[src/hdl/cfa_map.vh]
// cfa_map.vh: register offsets, field positions, reset values and timing for the flash scan
// assumes: included by the scan block files only; definitions only
`ifndef CFA_MAP_VH
`define CFA_MAP_VH
// ==========================================
// register offsets on the sfr bus
`define CFA_ADDR_CTRL      8'h92
`define CFA_ADDR_FLIP      8'h95
`define CFA_ADDR_AUTO      8'h96
`define CFA_ADDR_CNT       8'h97
// ==========================================
// field positions
`define CFA_AUTO_EN_BIT    7
`define CFA_AUTO_DONE_BIT  6
`define CFA_SECT_MSB       5
// ==========================================
// reset values
`define CFA_RST_FLIP       8'h00
`define CFA_RST_AUTO       8'h40
`define CFA_RST_CNT        8'h00
// ==========================================
// geometry and timing
`define CFA_SECT_BYTES     1024
`define CFA_SECT_SHIFT     10
`define CFA_BANK_SECTS     64
`define CFA_FLASH_LAT      1
`endif

[src/hdl/cfa_fifo.v]
// cfa_fifo.v: small synchronous fifo, valid/ready on both sides
// assumes: single clock, asynchronous active-low reset
`timescale 1ns/1ps
`default_nettype none
module cfa_fifo #(
   parameter WIDTH = 8,
   parameter DEPTH = 4,
   parameter AW    = 2
) (
   input  wire             clk,
   input  wire             rst_n,
   input  wire             in_valid,
   output wire             in_ready,
   input  wire [WIDTH-1:0] in_data,
   output wire             out_valid,
   input  wire             out_ready,
   output wire [WIDTH-1:0] out_data
);
   // ==========================================
   // storage and pointers
   reg [WIDTH-1:0] mem [0:DEPTH-1];
   reg [AW-1:0]    wr_q;
   reg [AW-1:0]    rd_q;
   reg [AW:0]      cnt_q;
   wire            push;
   wire            pop;
   assign in_ready  = (cnt_q != DEPTH[AW:0]);
   assign out_valid = (cnt_q != {(AW+1){1'b0}});
   assign out_data  = mem[rd_q];
   assign push      = in_valid & in_ready;
   assign pop       = out_valid & out_ready;
   always @(posedge clk) begin
      if (push) begin
         mem[wr_q] <= in_data;
      end
   end
   always @(posedge clk or negedge rst_n) begin
      if (!rst_n) begin
         wr_q  <= {AW{1'b0}};
         rd_q  <= {AW{1'b0}};
         cnt_q <= {(AW+1){1'b0}};
      end else begin
         // pointers wrap naturally, depth is a power of two
         if (push) begin
            wr_q <= wr_q + 1'b1;
         end
         if (pop) begin
            rd_q <= rd_q + 1'b1;
         end
         if (push & ~pop) begin
            cnt_q <= cnt_q + 1'b1;
         end else if (pop & ~push) begin
            cnt_q <= cnt_q - 1'b1;
         end
      end
   end
endmodule
`default_nettype wire

[src/hdl/cfa_scan.v]
// cfa_scan.v: automatic flash crc scan front end and bit-reverse register
// assumes: sfr bus synchronous to clk, flash returns data FLASH_LAT cycles after a read
//
// Contract
// - with auto-run enabled, any crc control write starts a flash scan
// - complete flag reads 0 during scan, 1 once it ends
// - core is stalled for the whole scan
// - scan starts at byte address first-sector index times 1024
// - last sector starts at (index plus count) times 1024, inclusive
// - index and count both zero scans the whole 64kB bank
// - on 128 kB parts sectors 32-63 use the selected upper bank
// - bit-reverse register reads back each written byte mirrored
// - sector count upper two bits read zero, writes ignored
// - sector count holds six bits of sectors to include after the first one
// - auto-run register: enable bit 7, complete bit 6, first sector bits 5:0
// - every scanned sector spans exactly 1024 bytes
`timescale 1ns/1ps
`default_nettype none
`include "cfa_map.vh"
module cfa_scan #(
   parameter BIG_FLASH = 1'b0,
   parameter FIFO_DEP  = 4,
   parameter FIFO_AW   = 2
) (
   input  wire        clk,
   input  wire        rst_n,
   input  wire [7:0]  sfr_addr,
   input  wire        sfr_wr,
   input  wire        sfr_rd,
   input  wire [7:0]  sfr_wdata,
   output reg  [7:0]  sfr_rdata,
   input  wire [1:0]  code_bank_select,
   output wire        core_stall,
   output wire        flash_rd,
   output wire [16:0] flash_addr,
   input  wire [7:0]  flash_data,
   input  wire        flash_data_valid,
   output wire        crc_byte_valid,
   output wire [7:0]  crc_byte_data,
   input  wire        crc_byte_ready
);
   // ==========================================
   // states and functions
   localparam ST_IDLE  = 2'd0;
   localparam ST_FETCH = 2'd1;
   localparam ST_DRAIN = 2'd2;

   function [7:0] mirror;
      input [7:0] v;
      integer i;
      begin
         for (i = 0; i < 8; i = i + 1) begin
            mirror[i] = v[7-i];
         end
      end
   endfunction

   // ==========================================
   // registers
   reg [7:0]  flip_q;
   reg        auto_en_q;
   reg        done_q;
   reg [5:0]  first_q;
   reg [5:0]  cnt_q;
   reg [1:0]  state_q;
   reg [16:0] addr_q;
   reg [15:0] left_q;
   reg [2:0]  pend_q;
   wire       wr_ctrl;
   wire       start;
   wire       fifo_in_ready;
   wire       fifo_out_valid;
   wire [16:0] span_bytes;
   wire [6:0] last_sect;
   wire [15:0] base_addr;
   wire       room;
   wire       issue;
   wire       crc_pop;

   assign wr_ctrl = sfr_wr & (sfr_addr == `CFA_ADDR_CTRL);
   assign start   = wr_ctrl & auto_en_q & (state_q == ST_IDLE);
   assign core_stall = (state_q != ST_IDLE);

   // bytes to scan: (count+1) sectors, or whole bank when both zero
   assign last_sect  = {1'b0, first_q} + {1'b0, cnt_q};
   assign span_bytes = ((first_q == 6'd0) && (cnt_q == 6'd0)) ?
                       17'h10000 :
                       ({10'h000, ({1'b0, cnt_q} + 7'd1)} << `CFA_SECT_SHIFT);
   assign base_addr  = {first_q, 10'h000};

   // pend_q counts reads in flight plus bytes buffered, so the fifo never overflows
   assign crc_pop = fifo_out_valid & crc_byte_ready;
   assign room  = ({{(FIFO_AW){1'b0}}, pend_q} < FIFO_DEP[FIFO_AW+2:0]) & fifo_in_ready;
   assign issue = (state_q == ST_FETCH) & room;
   assign flash_rd = issue;
   // upper half of the 64k window maps to the selected bank on big parts
   assign flash_addr = (BIG_FLASH && addr_q[15]) ?
                       {code_bank_select[0], addr_q[15:0]} :
                       {1'b0, addr_q[15:0]};

   // ==========================================
   // sfr writes and scan sequencing
   always @(posedge clk or negedge rst_n) begin
      if (!rst_n) begin
         flip_q    <= `CFA_RST_FLIP;
         auto_en_q <= 1'b0;
         done_q    <= 1'b1;
         first_q   <= 6'h00;
         cnt_q     <= 6'h00;
         state_q   <= ST_IDLE;
         addr_q    <= 17'h00000;
         left_q    <= 16'h0000;
         pend_q    <= 3'd0;
      end else begin
         if (sfr_wr && sfr_addr == `CFA_ADDR_FLIP) begin
            flip_q <= sfr_wdata;
         end
         if (sfr_wr && sfr_addr == `CFA_ADDR_AUTO) begin
            auto_en_q <= sfr_wdata[`CFA_AUTO_EN_BIT];
            first_q   <= sfr_wdata[`CFA_SECT_MSB:0];
         end
         if (sfr_wr && sfr_addr == `CFA_ADDR_CNT) begin
            cnt_q <= sfr_wdata[`CFA_SECT_MSB:0];
         end
         pend_q <= pend_q + {2'b00, issue} - {2'b00, crc_pop};
         case (state_q)
            ST_IDLE: begin
               if (start) begin
                  done_q  <= 1'b0;
                  addr_q  <= {1'b0, base_addr};
                  // left_q counts bytes minus one; the 64k case wraps to ffff in 16 bits, addr bit 16 is not used
                  left_q  <= span_bytes[15:0] - 16'h0001;
                  state_q <= ST_FETCH;
               end
            end
            ST_FETCH: begin
               if (issue) begin
                  addr_q <= addr_q + 17'h00001;
                  if (left_q == 16'h0000) begin
                     state_q <= ST_DRAIN;
                  end else begin
                     left_q <= left_q - 16'h0001;
                  end
               end
            end
            ST_DRAIN: begin
               if (pend_q == 3'd0) begin
                  done_q  <= 1'b1;
                  state_q <= ST_IDLE;
               end
            end
            default: begin
               state_q <= ST_IDLE;
            end
         endcase
      end
   end

   // ==========================================
   // flash bytes pass through the fifo to the crc byte input
   cfa_fifo #(
      .WIDTH (8),
      .DEPTH (FIFO_DEP),
      .AW    (FIFO_AW)
   ) u_fifo (
      .clk       (clk),
      .rst_n     (rst_n),
      .in_valid  (flash_data_valid),
      .in_ready  (fifo_in_ready),
      .in_data   (flash_data),
      .out_valid (fifo_out_valid),
      .out_ready (crc_byte_ready),
      .out_data  (crc_byte_data)
   );
   assign crc_byte_valid = fifo_out_valid;

   // ==========================================
   // sfr read data
   always @(posedge clk or negedge rst_n) begin
      if (!rst_n) begin
         sfr_rdata <= 8'h00;
      end else if (sfr_rd) begin
         case (sfr_addr)
            `CFA_ADDR_FLIP: sfr_rdata <= mirror(flip_q);
            `CFA_ADDR_AUTO: sfr_rdata <= {auto_en_q, done_q, first_q};
            `CFA_ADDR_CNT:  sfr_rdata <= {2'b00, cnt_q};
            default:        sfr_rdata <= 8'h00;
         endcase
      end
   end
endmodule
`default_nettype wire

[config.mk]
export PLATFORM = sky130hd
export DESIGN_NAME = cfa_scan
export DESIGN_NICKNAME = d
export VERILOG_FILES = /design/src/hdl/cfa_fifo.v /design/src/hdl/cfa_scan.v
export VERILOG_INCLUDE_DIRS = /design/src /design/src/hdl
export SDC_FILE = /design/constraint.sdc
export NUM_CORES = 1
export LEC_CHECK = 0
export ABC_AREA = 1
export BUFFER_PORTS_ARGS = -buffer_cell sky130_fd_sc_hd__buf_4
export CORE_ASPECT_RATIO = 1.5
export CORE_MARGIN = 2
export CORE_UTILIZATION = 61
export CTS_CLUSTER_DIAMETER = 150
export DETAILED_ROUTE_END_ITERATION = 7
export PLACE_DENSITY = 0.83
export SLEW_MARGIN = 20
export SYNTH_ARGS = -nofsm -noshare
export SYNTH_HDL_FRONTEND = slang
export SYNTH_HIERARCHICAL = 1
export SYNTH_SLANG_ARGS = --single-unit
[constraint.sdc]
create_clock -name clk -period 3.9 [get_ports clk]
set_input_delay 0.39 -clock clk [delete_from_list [all_inputs] [get_ports clk]]
set_output_delay 0.39 -clock clk [all_outputs]
set_load 0.005 [all_outputs]
# Word level (Yosys, flattened, before mapping)
# Memories as Yosys holds them, arrays and structs flattened.
# Index checks and enable logic that the tools add are counted.
# Widths: inputs -> output; s select.
[word_totals]
ff_bits = 75
ramBits = 32
wordCells = 87
mem_count = 1
[classes]
add_sub_neg = 10
magnitude_cmp = 1
n_eq_ne = 12
muxes = 21
n_bitwise = 11
reduce_logical = 18
[mem_list]
columns = ["memory", "depth", "word_bits", "read_ports", "rd_clocked_by_memory_dff", "wr", "line_no", "rtl"]
rows = [
  ["u_fifo.mem", 4, 8, 1, 0, 1, "cfa_fifo.v:21", "reg [WIDTH-1:0] mem [0:DEPTH-1];"],
]
[op_table]
columns = ["cell", "n"]
rows = [
  ["$mux 16", 4],
  ["$mux 17", 2],
  ["$pmux 17 s2", 1],
  ["$eq 8x8->1 const B", 4],
  ["$pmux 16 s2", 1],
  ["$sub 16x1->16 const B", 2],
  ["$pmux 8 s3", 1],
  ["$add 17x1->17 const B", 1],
  ["$logic_not 16->1", 1],
  ["$logic_not 6->1", 2],
  ["$and 1x1->1", 9],
  ["$mux 2", 4],
  ["$ne 2x2->1 const B", 4],
  ["$reduce_and 4->1", 2],
  ["$reduce_bool 2->1", 4],
  ["$add 6x1->6 const B", 1],
  ["$mux 3", 2],
  ["$pmux 2 s3", 1],
  ["$reduce_and 3->1", 2],
  ["$add 2x1->2 const B", 2],
  ["$logic_and 1x1->1", 4],
  ["$mux 1", 4],
  ["$add 3x1->3", 1],
  ["$add 3x1->3 const B", 1],
  ["other kinds (12)", 13],
]

# Longest topological paths before layout
[depth]
word_depth = 6
ltp_mapped = 12
ltp_nobuf = 12

# Modules after synthesis
# The synthesis kept the hierarchy.
[by_module_without_submodules]
columns = ["module", "instances", "cells_each", "area_each_um2", "seq_area_each_um2"]
rows = [
  ["cfa_scan", 1, 496, 3793.6, 1677.9],
  ["cfa_fifo", 1, 152, 1739.2, 1136.1],
]

# Worst setup path after synthesis
# OpenSTA, ideal clock, no wires.
[synth_timing]
path_kind = "reg-to-reg"
startpoint = "register u_fifo.cnt_q[0]"
endpoint = "register pend_q[2]"
setup_ps = 129
arrival_ps = 1814
required_time_ps = 3771
setup_slack_ps = 1957
path_stages_with_launch = 12
synth_period_minus_slack_ps = 1943
path_cell_list = "dfrtp_1 -> inv_2 -> nand3_2 -> nand2_1 -> inv_1 -> ha_1 -> inv_1 -> ha_1 -> inv_1 -> fa_1 -> xnor2_1 -> xor2_1"
[synth_lines]
columns = ["element", "line_no", "rtl"]
rows = [
  ["from (decl)", "cfa_fifo.v:24", "reg [AW:0] cnt_q;"],
  ["from (signal assigned)", "cfa_fifo.v:41", "cnt_q <= {(AW+1){1'b0}};"],
  ["from (signal assigned)", "cfa_fifo.v:51", "cnt_q <= cnt_q + 1'b1;"],
  ["from (signal assigned)", "cfa_fifo.v:53", "cnt_q <= cnt_q - 1'b1;"],
  ["$reduce_bool 3->1", "cfa_fifo.v:28", "assign out_valid = (cnt_q != {(AW+1){1'b0}});"],
  ["via crc_byte_valid", "cfa_scan.v:38", "output wire crc_byte_valid,"],
  ["$and 1x1->1", "cfa_scan.v:92", "assign crc_pop = fifo_out_valid & crc_byte_ready;"],
  ["$sub 3x1->3", "cfa_scan.v:125", "pend_q <= pend_q + {2'b00, issue} - {2'b00, crc_pop};"],
  ["to (signal assigned)", "cfa_scan.v:125", ""],
  ["to (decl)", "cfa_scan.v:68", "reg [2:0] pend_q;"],
]
# The timed path passes the listed nets, and every way through them passes these cells.
# A chain may end at the register's enable or synchronous reset.

# Worst setup path after layout
[layout_timing]
startpoint = "register u_fifo.cnt_q[2]"
endpoint = "register pend_q[2]"
[layout_via]
elab_chain_len = 5
[layout_rtl]
columns = ["element", "line_no", "rtl"]
rows = [
  ["$ne 3x3->1", "cfa_fifo.v:27", "assign in_ready = (cnt_q != DEPTH[AW:0]);"],
  ["$and 1x1->1", "cfa_scan.v:93", "assign room = ({{(FIFO_AW){1'b0}}, pend_q} < FIFO_DEP[FIFO_AW+2:0]) & fifo_in_ready;"],
  ["$and 1x1->1", "cfa_scan.v:94", "assign issue = (state_q == ST_FETCH) & room;"],
  ["$add 3x1->3", "cfa_scan.v:125", ""],
  ["$sub 3x1->3 *", "cfa_scan.v:125", ""],
]
# Every way passes the cells marked *; elsewhere a longest branch is shown, timed or not.

==> impl_metrics.ini <==
[outcome]
outcome = completed

[finish]
layout-drive-gt1-share = 0.1592
nets = 750
syn_to_final_growth_pct = 13.66
mostFrequentLayoutCells = nand2_1 (171), inv_1 (88), dfrtp_1 (73)
layout_commonest_cell = nand2_1
diodes = 0

[setup_path]
crit_fanout = 6
cp.arrival_ns = 2.40
worst_setup_path_end_kind = register
worstSetupPathType = reg2reg
path_cells = inv_1 > nand3_2 > nand2_1 > inv_1 > ha_1 > inv_1 > ha_1 > inv_1 > fa_1 > xnor2_1 > xor2_1
path_buf_inv = 4
ff2ff_setup_slack_ns = 1.76
start_kind = register
required_ns = 4.17
critical_path.slowest_cell = dfrtp_1
cpLargestDelayFamily = adder cells
max_stage_delay_ns = 0.42
cp_common_cell = inv_1

[floorplanning]
die_w_um = 81.76
rows = 42
io_pins = 68
die_h_um = 120.6
dieArea_um2 = 9864
initial_core_util = 0.6267
coreArea_um2 = 8828

[drt]
drtIter0Drc = 229
first_pass_iters = 5
viasPerCell = 5.456
ant_nets = 0
drt_wl_total_um = 11640
dr_total_vias = 4474
avgRoutedWirePerCell_um = 14.20
drc_errors = 0

[grt]
grt_util_met2 = 0.4553
grt_pass1_vias = 4435
grtUsageMet3 = 0.03806
antenna_found_initial = 0
grt_pass1_wl_um = 19500
grt_overflow = 0
grt_usage = 0.2576
use_met1 = 0.2890
busiest_layer = met2
grt_start_max_net_pins = 75

[clock_network]
cts_buffer_depth = 2
post_cts_buffers = 0
cts_max_level = 3
cts_tree = built
numCtsBuffers = 9
hold_buffers = 0
clock_sinks = 106
path_clk_slew_ns = 0.07
cts.repair.resized = 0
cts_root_buf = clkbuf_16
insertion_delay_ns = 0.35

[synthesis]
syn_area_um2 = 5533
synth_cell_types = 46
yosysSeqAreaShare = 0.5086
synth_area_per_cell_um2 = 8.538
yosys_register_bits = 106
yosysWarnings = 6
synthCells = 648
synthesis.nets = 693

[timing]
tightest_slew_ns = 0.9261
rsz0062_at_grt = no
finalClockSkew_ns = 0.008584
finalSetupViolCount = 0
period_share = 0.5475
hold_viol_final = 0
max-slew-margin-rel = 0.3826
slew_viol_final = 0
fin_crit_ns = 2.135
max_freq_mhz = 468.4
tns_ns = 0

[job]
maxCapViolCount = 0

[placement]
numPortBuffers = 64
place_congestion = 0.9626
hpwl_um = 8637

[power]
vdd_drop_max_mv = 0.3397
powerDensity_nw_per_um2 = 690.3
power_leakage_nw = 3.083
p_total_mw = 4.341

[hold_path]
min_path_type = in2async
[worst paths after layout]
path | cells after the start | end | startpoint
worst max-delay path | 11 | pend_q[2] | u_fifo/cnt_q[2]
worst min-delay path | 1 | sfr_rdata[5] | rst_n
worst max register to register | 11 | pend_q[2] | u_fifo/cnt_q[2]
worst min register to register | 2 | first_q[4] | first_q[4]
max in group asynchronous | 1 | u_fifo/rd_q[0] | rst_n
min in group clk | 1 | u_fifo/mem[0][1] | flash_data[1]
[report_power, final]
| part | internal, mW | switching, mW |
|---|---|---|
| Combinational | 0.720 | 1.14 |
| Clock | 0.427 | 0.379 |
| Sequential | 1.43 | 0.244 |
| Total | 2.58 | 1.76 |
[flip-flops by register name, indices dropped and copies added, names as in the netlist]
signal	count
pend_q	3
u_fifo/cnt_q	3
state_q	2
cnt_q	6
done_q	1
u_fifo/rd_q	2
first_q	6
auto_en_q	1
u_fifo/mem	32
addr_q	16
left_q	16
u_fifo/wr_q	2
sfr_rdata	8
flip_q	8
[layout make-up]
cell class / count / area, um^2
Sequential cell: 106 / 2814
Fill cell: 697 / 2540
Tap cell: 110 / 137.6
Clock buffer: 10 / 229.0
Multi-Input combinational cell: 420 / 2201
Timing Repair Buffer: 65 / 488.0
Inverter: 103 / 386.6
Clock inverter: 6 / 32.53
[through the flow]
stage	hold WS [ns]	std cells	utilization	instance area, um^2	worst slack, ns
finish	0.1803	820	0.7123	6289	1.765
global route	0.2343	820	0.7123	6289	1.638
CTS	0.2089	820	0.7123	6289	1.763
detailed placement	0.4759	804	0.6827	6027	1.784
global placement	0.4701	804	0.6827	6027	1.868
floorplan	0.09441	648	-	5533	1.957
[metal layers]
metal | vias up | routed length (um)
li1 | 2216 | -
met5 | - | 0
met3 | 35 | 411
met2 | 113 | 6404
met1 | 2110 | 4374
met4 | 0 | 450
[kinds of logic after synthesis]
group | share of synthesized area
compound gates | 0.1088
simple gates | 0.2289
flops | 0.5086
fa+ha+maj | 0.03211
buf+inv | 0.09362
mux | 0.002035
other cells | 0.0006778
xor+xnor | 0.02533
[synth_stat cells (all sizes together)]
| cell | instances | area (um^2) |
|---|---|---|
| inv | 103 | 386.6 |
| a31oi | 1 | 6.260 |
| clkbuf | 2 | 17.51 |
| nand3b | 1 | 7.510 |
| a21oi | 18 | 90.09 |
| nand2 | 177 | 684.4 |
| a22o | 1 | 8.760 |
| o22ai | 4 | 25.02 |
| o32ai | 1 | 8.760 |
| and2 | 1 | 6.260 |
| or2 | 3 | 18.77 |
| ha | 11 | 137.6 |
| dfstp | 1 | 26.28 |
| a2bb2oi | 1 | 8.760 |
| fa | 2 | 40.04 |
| buf | 17 | 113.9 |
| xnor2 | 3 | 26.28 |
| o21ai | 57 | 304.0 |
| dfrtp | 73 | 1827 |
| edfxtp | 32 | 960.9 |
| o211ai | 18 | 135.1 |
| conb | 1 | 3.750 |
| nor3 | 10 | 76.33 |
| nand3 | 47 | 245.2 |
| nor4 | 3 | 25.02 |
| nor2 | 35 | 146.4 |
| mux2 | 1 | 11.26 |
| o31ai | 2 | 15.01 |
| xor2 | 13 | 113.9 |
| nand4 | 9 | 56.30 |
[worst register-to-register path: cells and delay by family (launching register included)]
family        cells  cell delay, ns
buf+inv           4            0.26
xor+xnor          2            0.37
simple gates      2            0.25
fa+ha+maj         3            0.76
flops             1            0.42
Power figures use the tool's default switching activity.
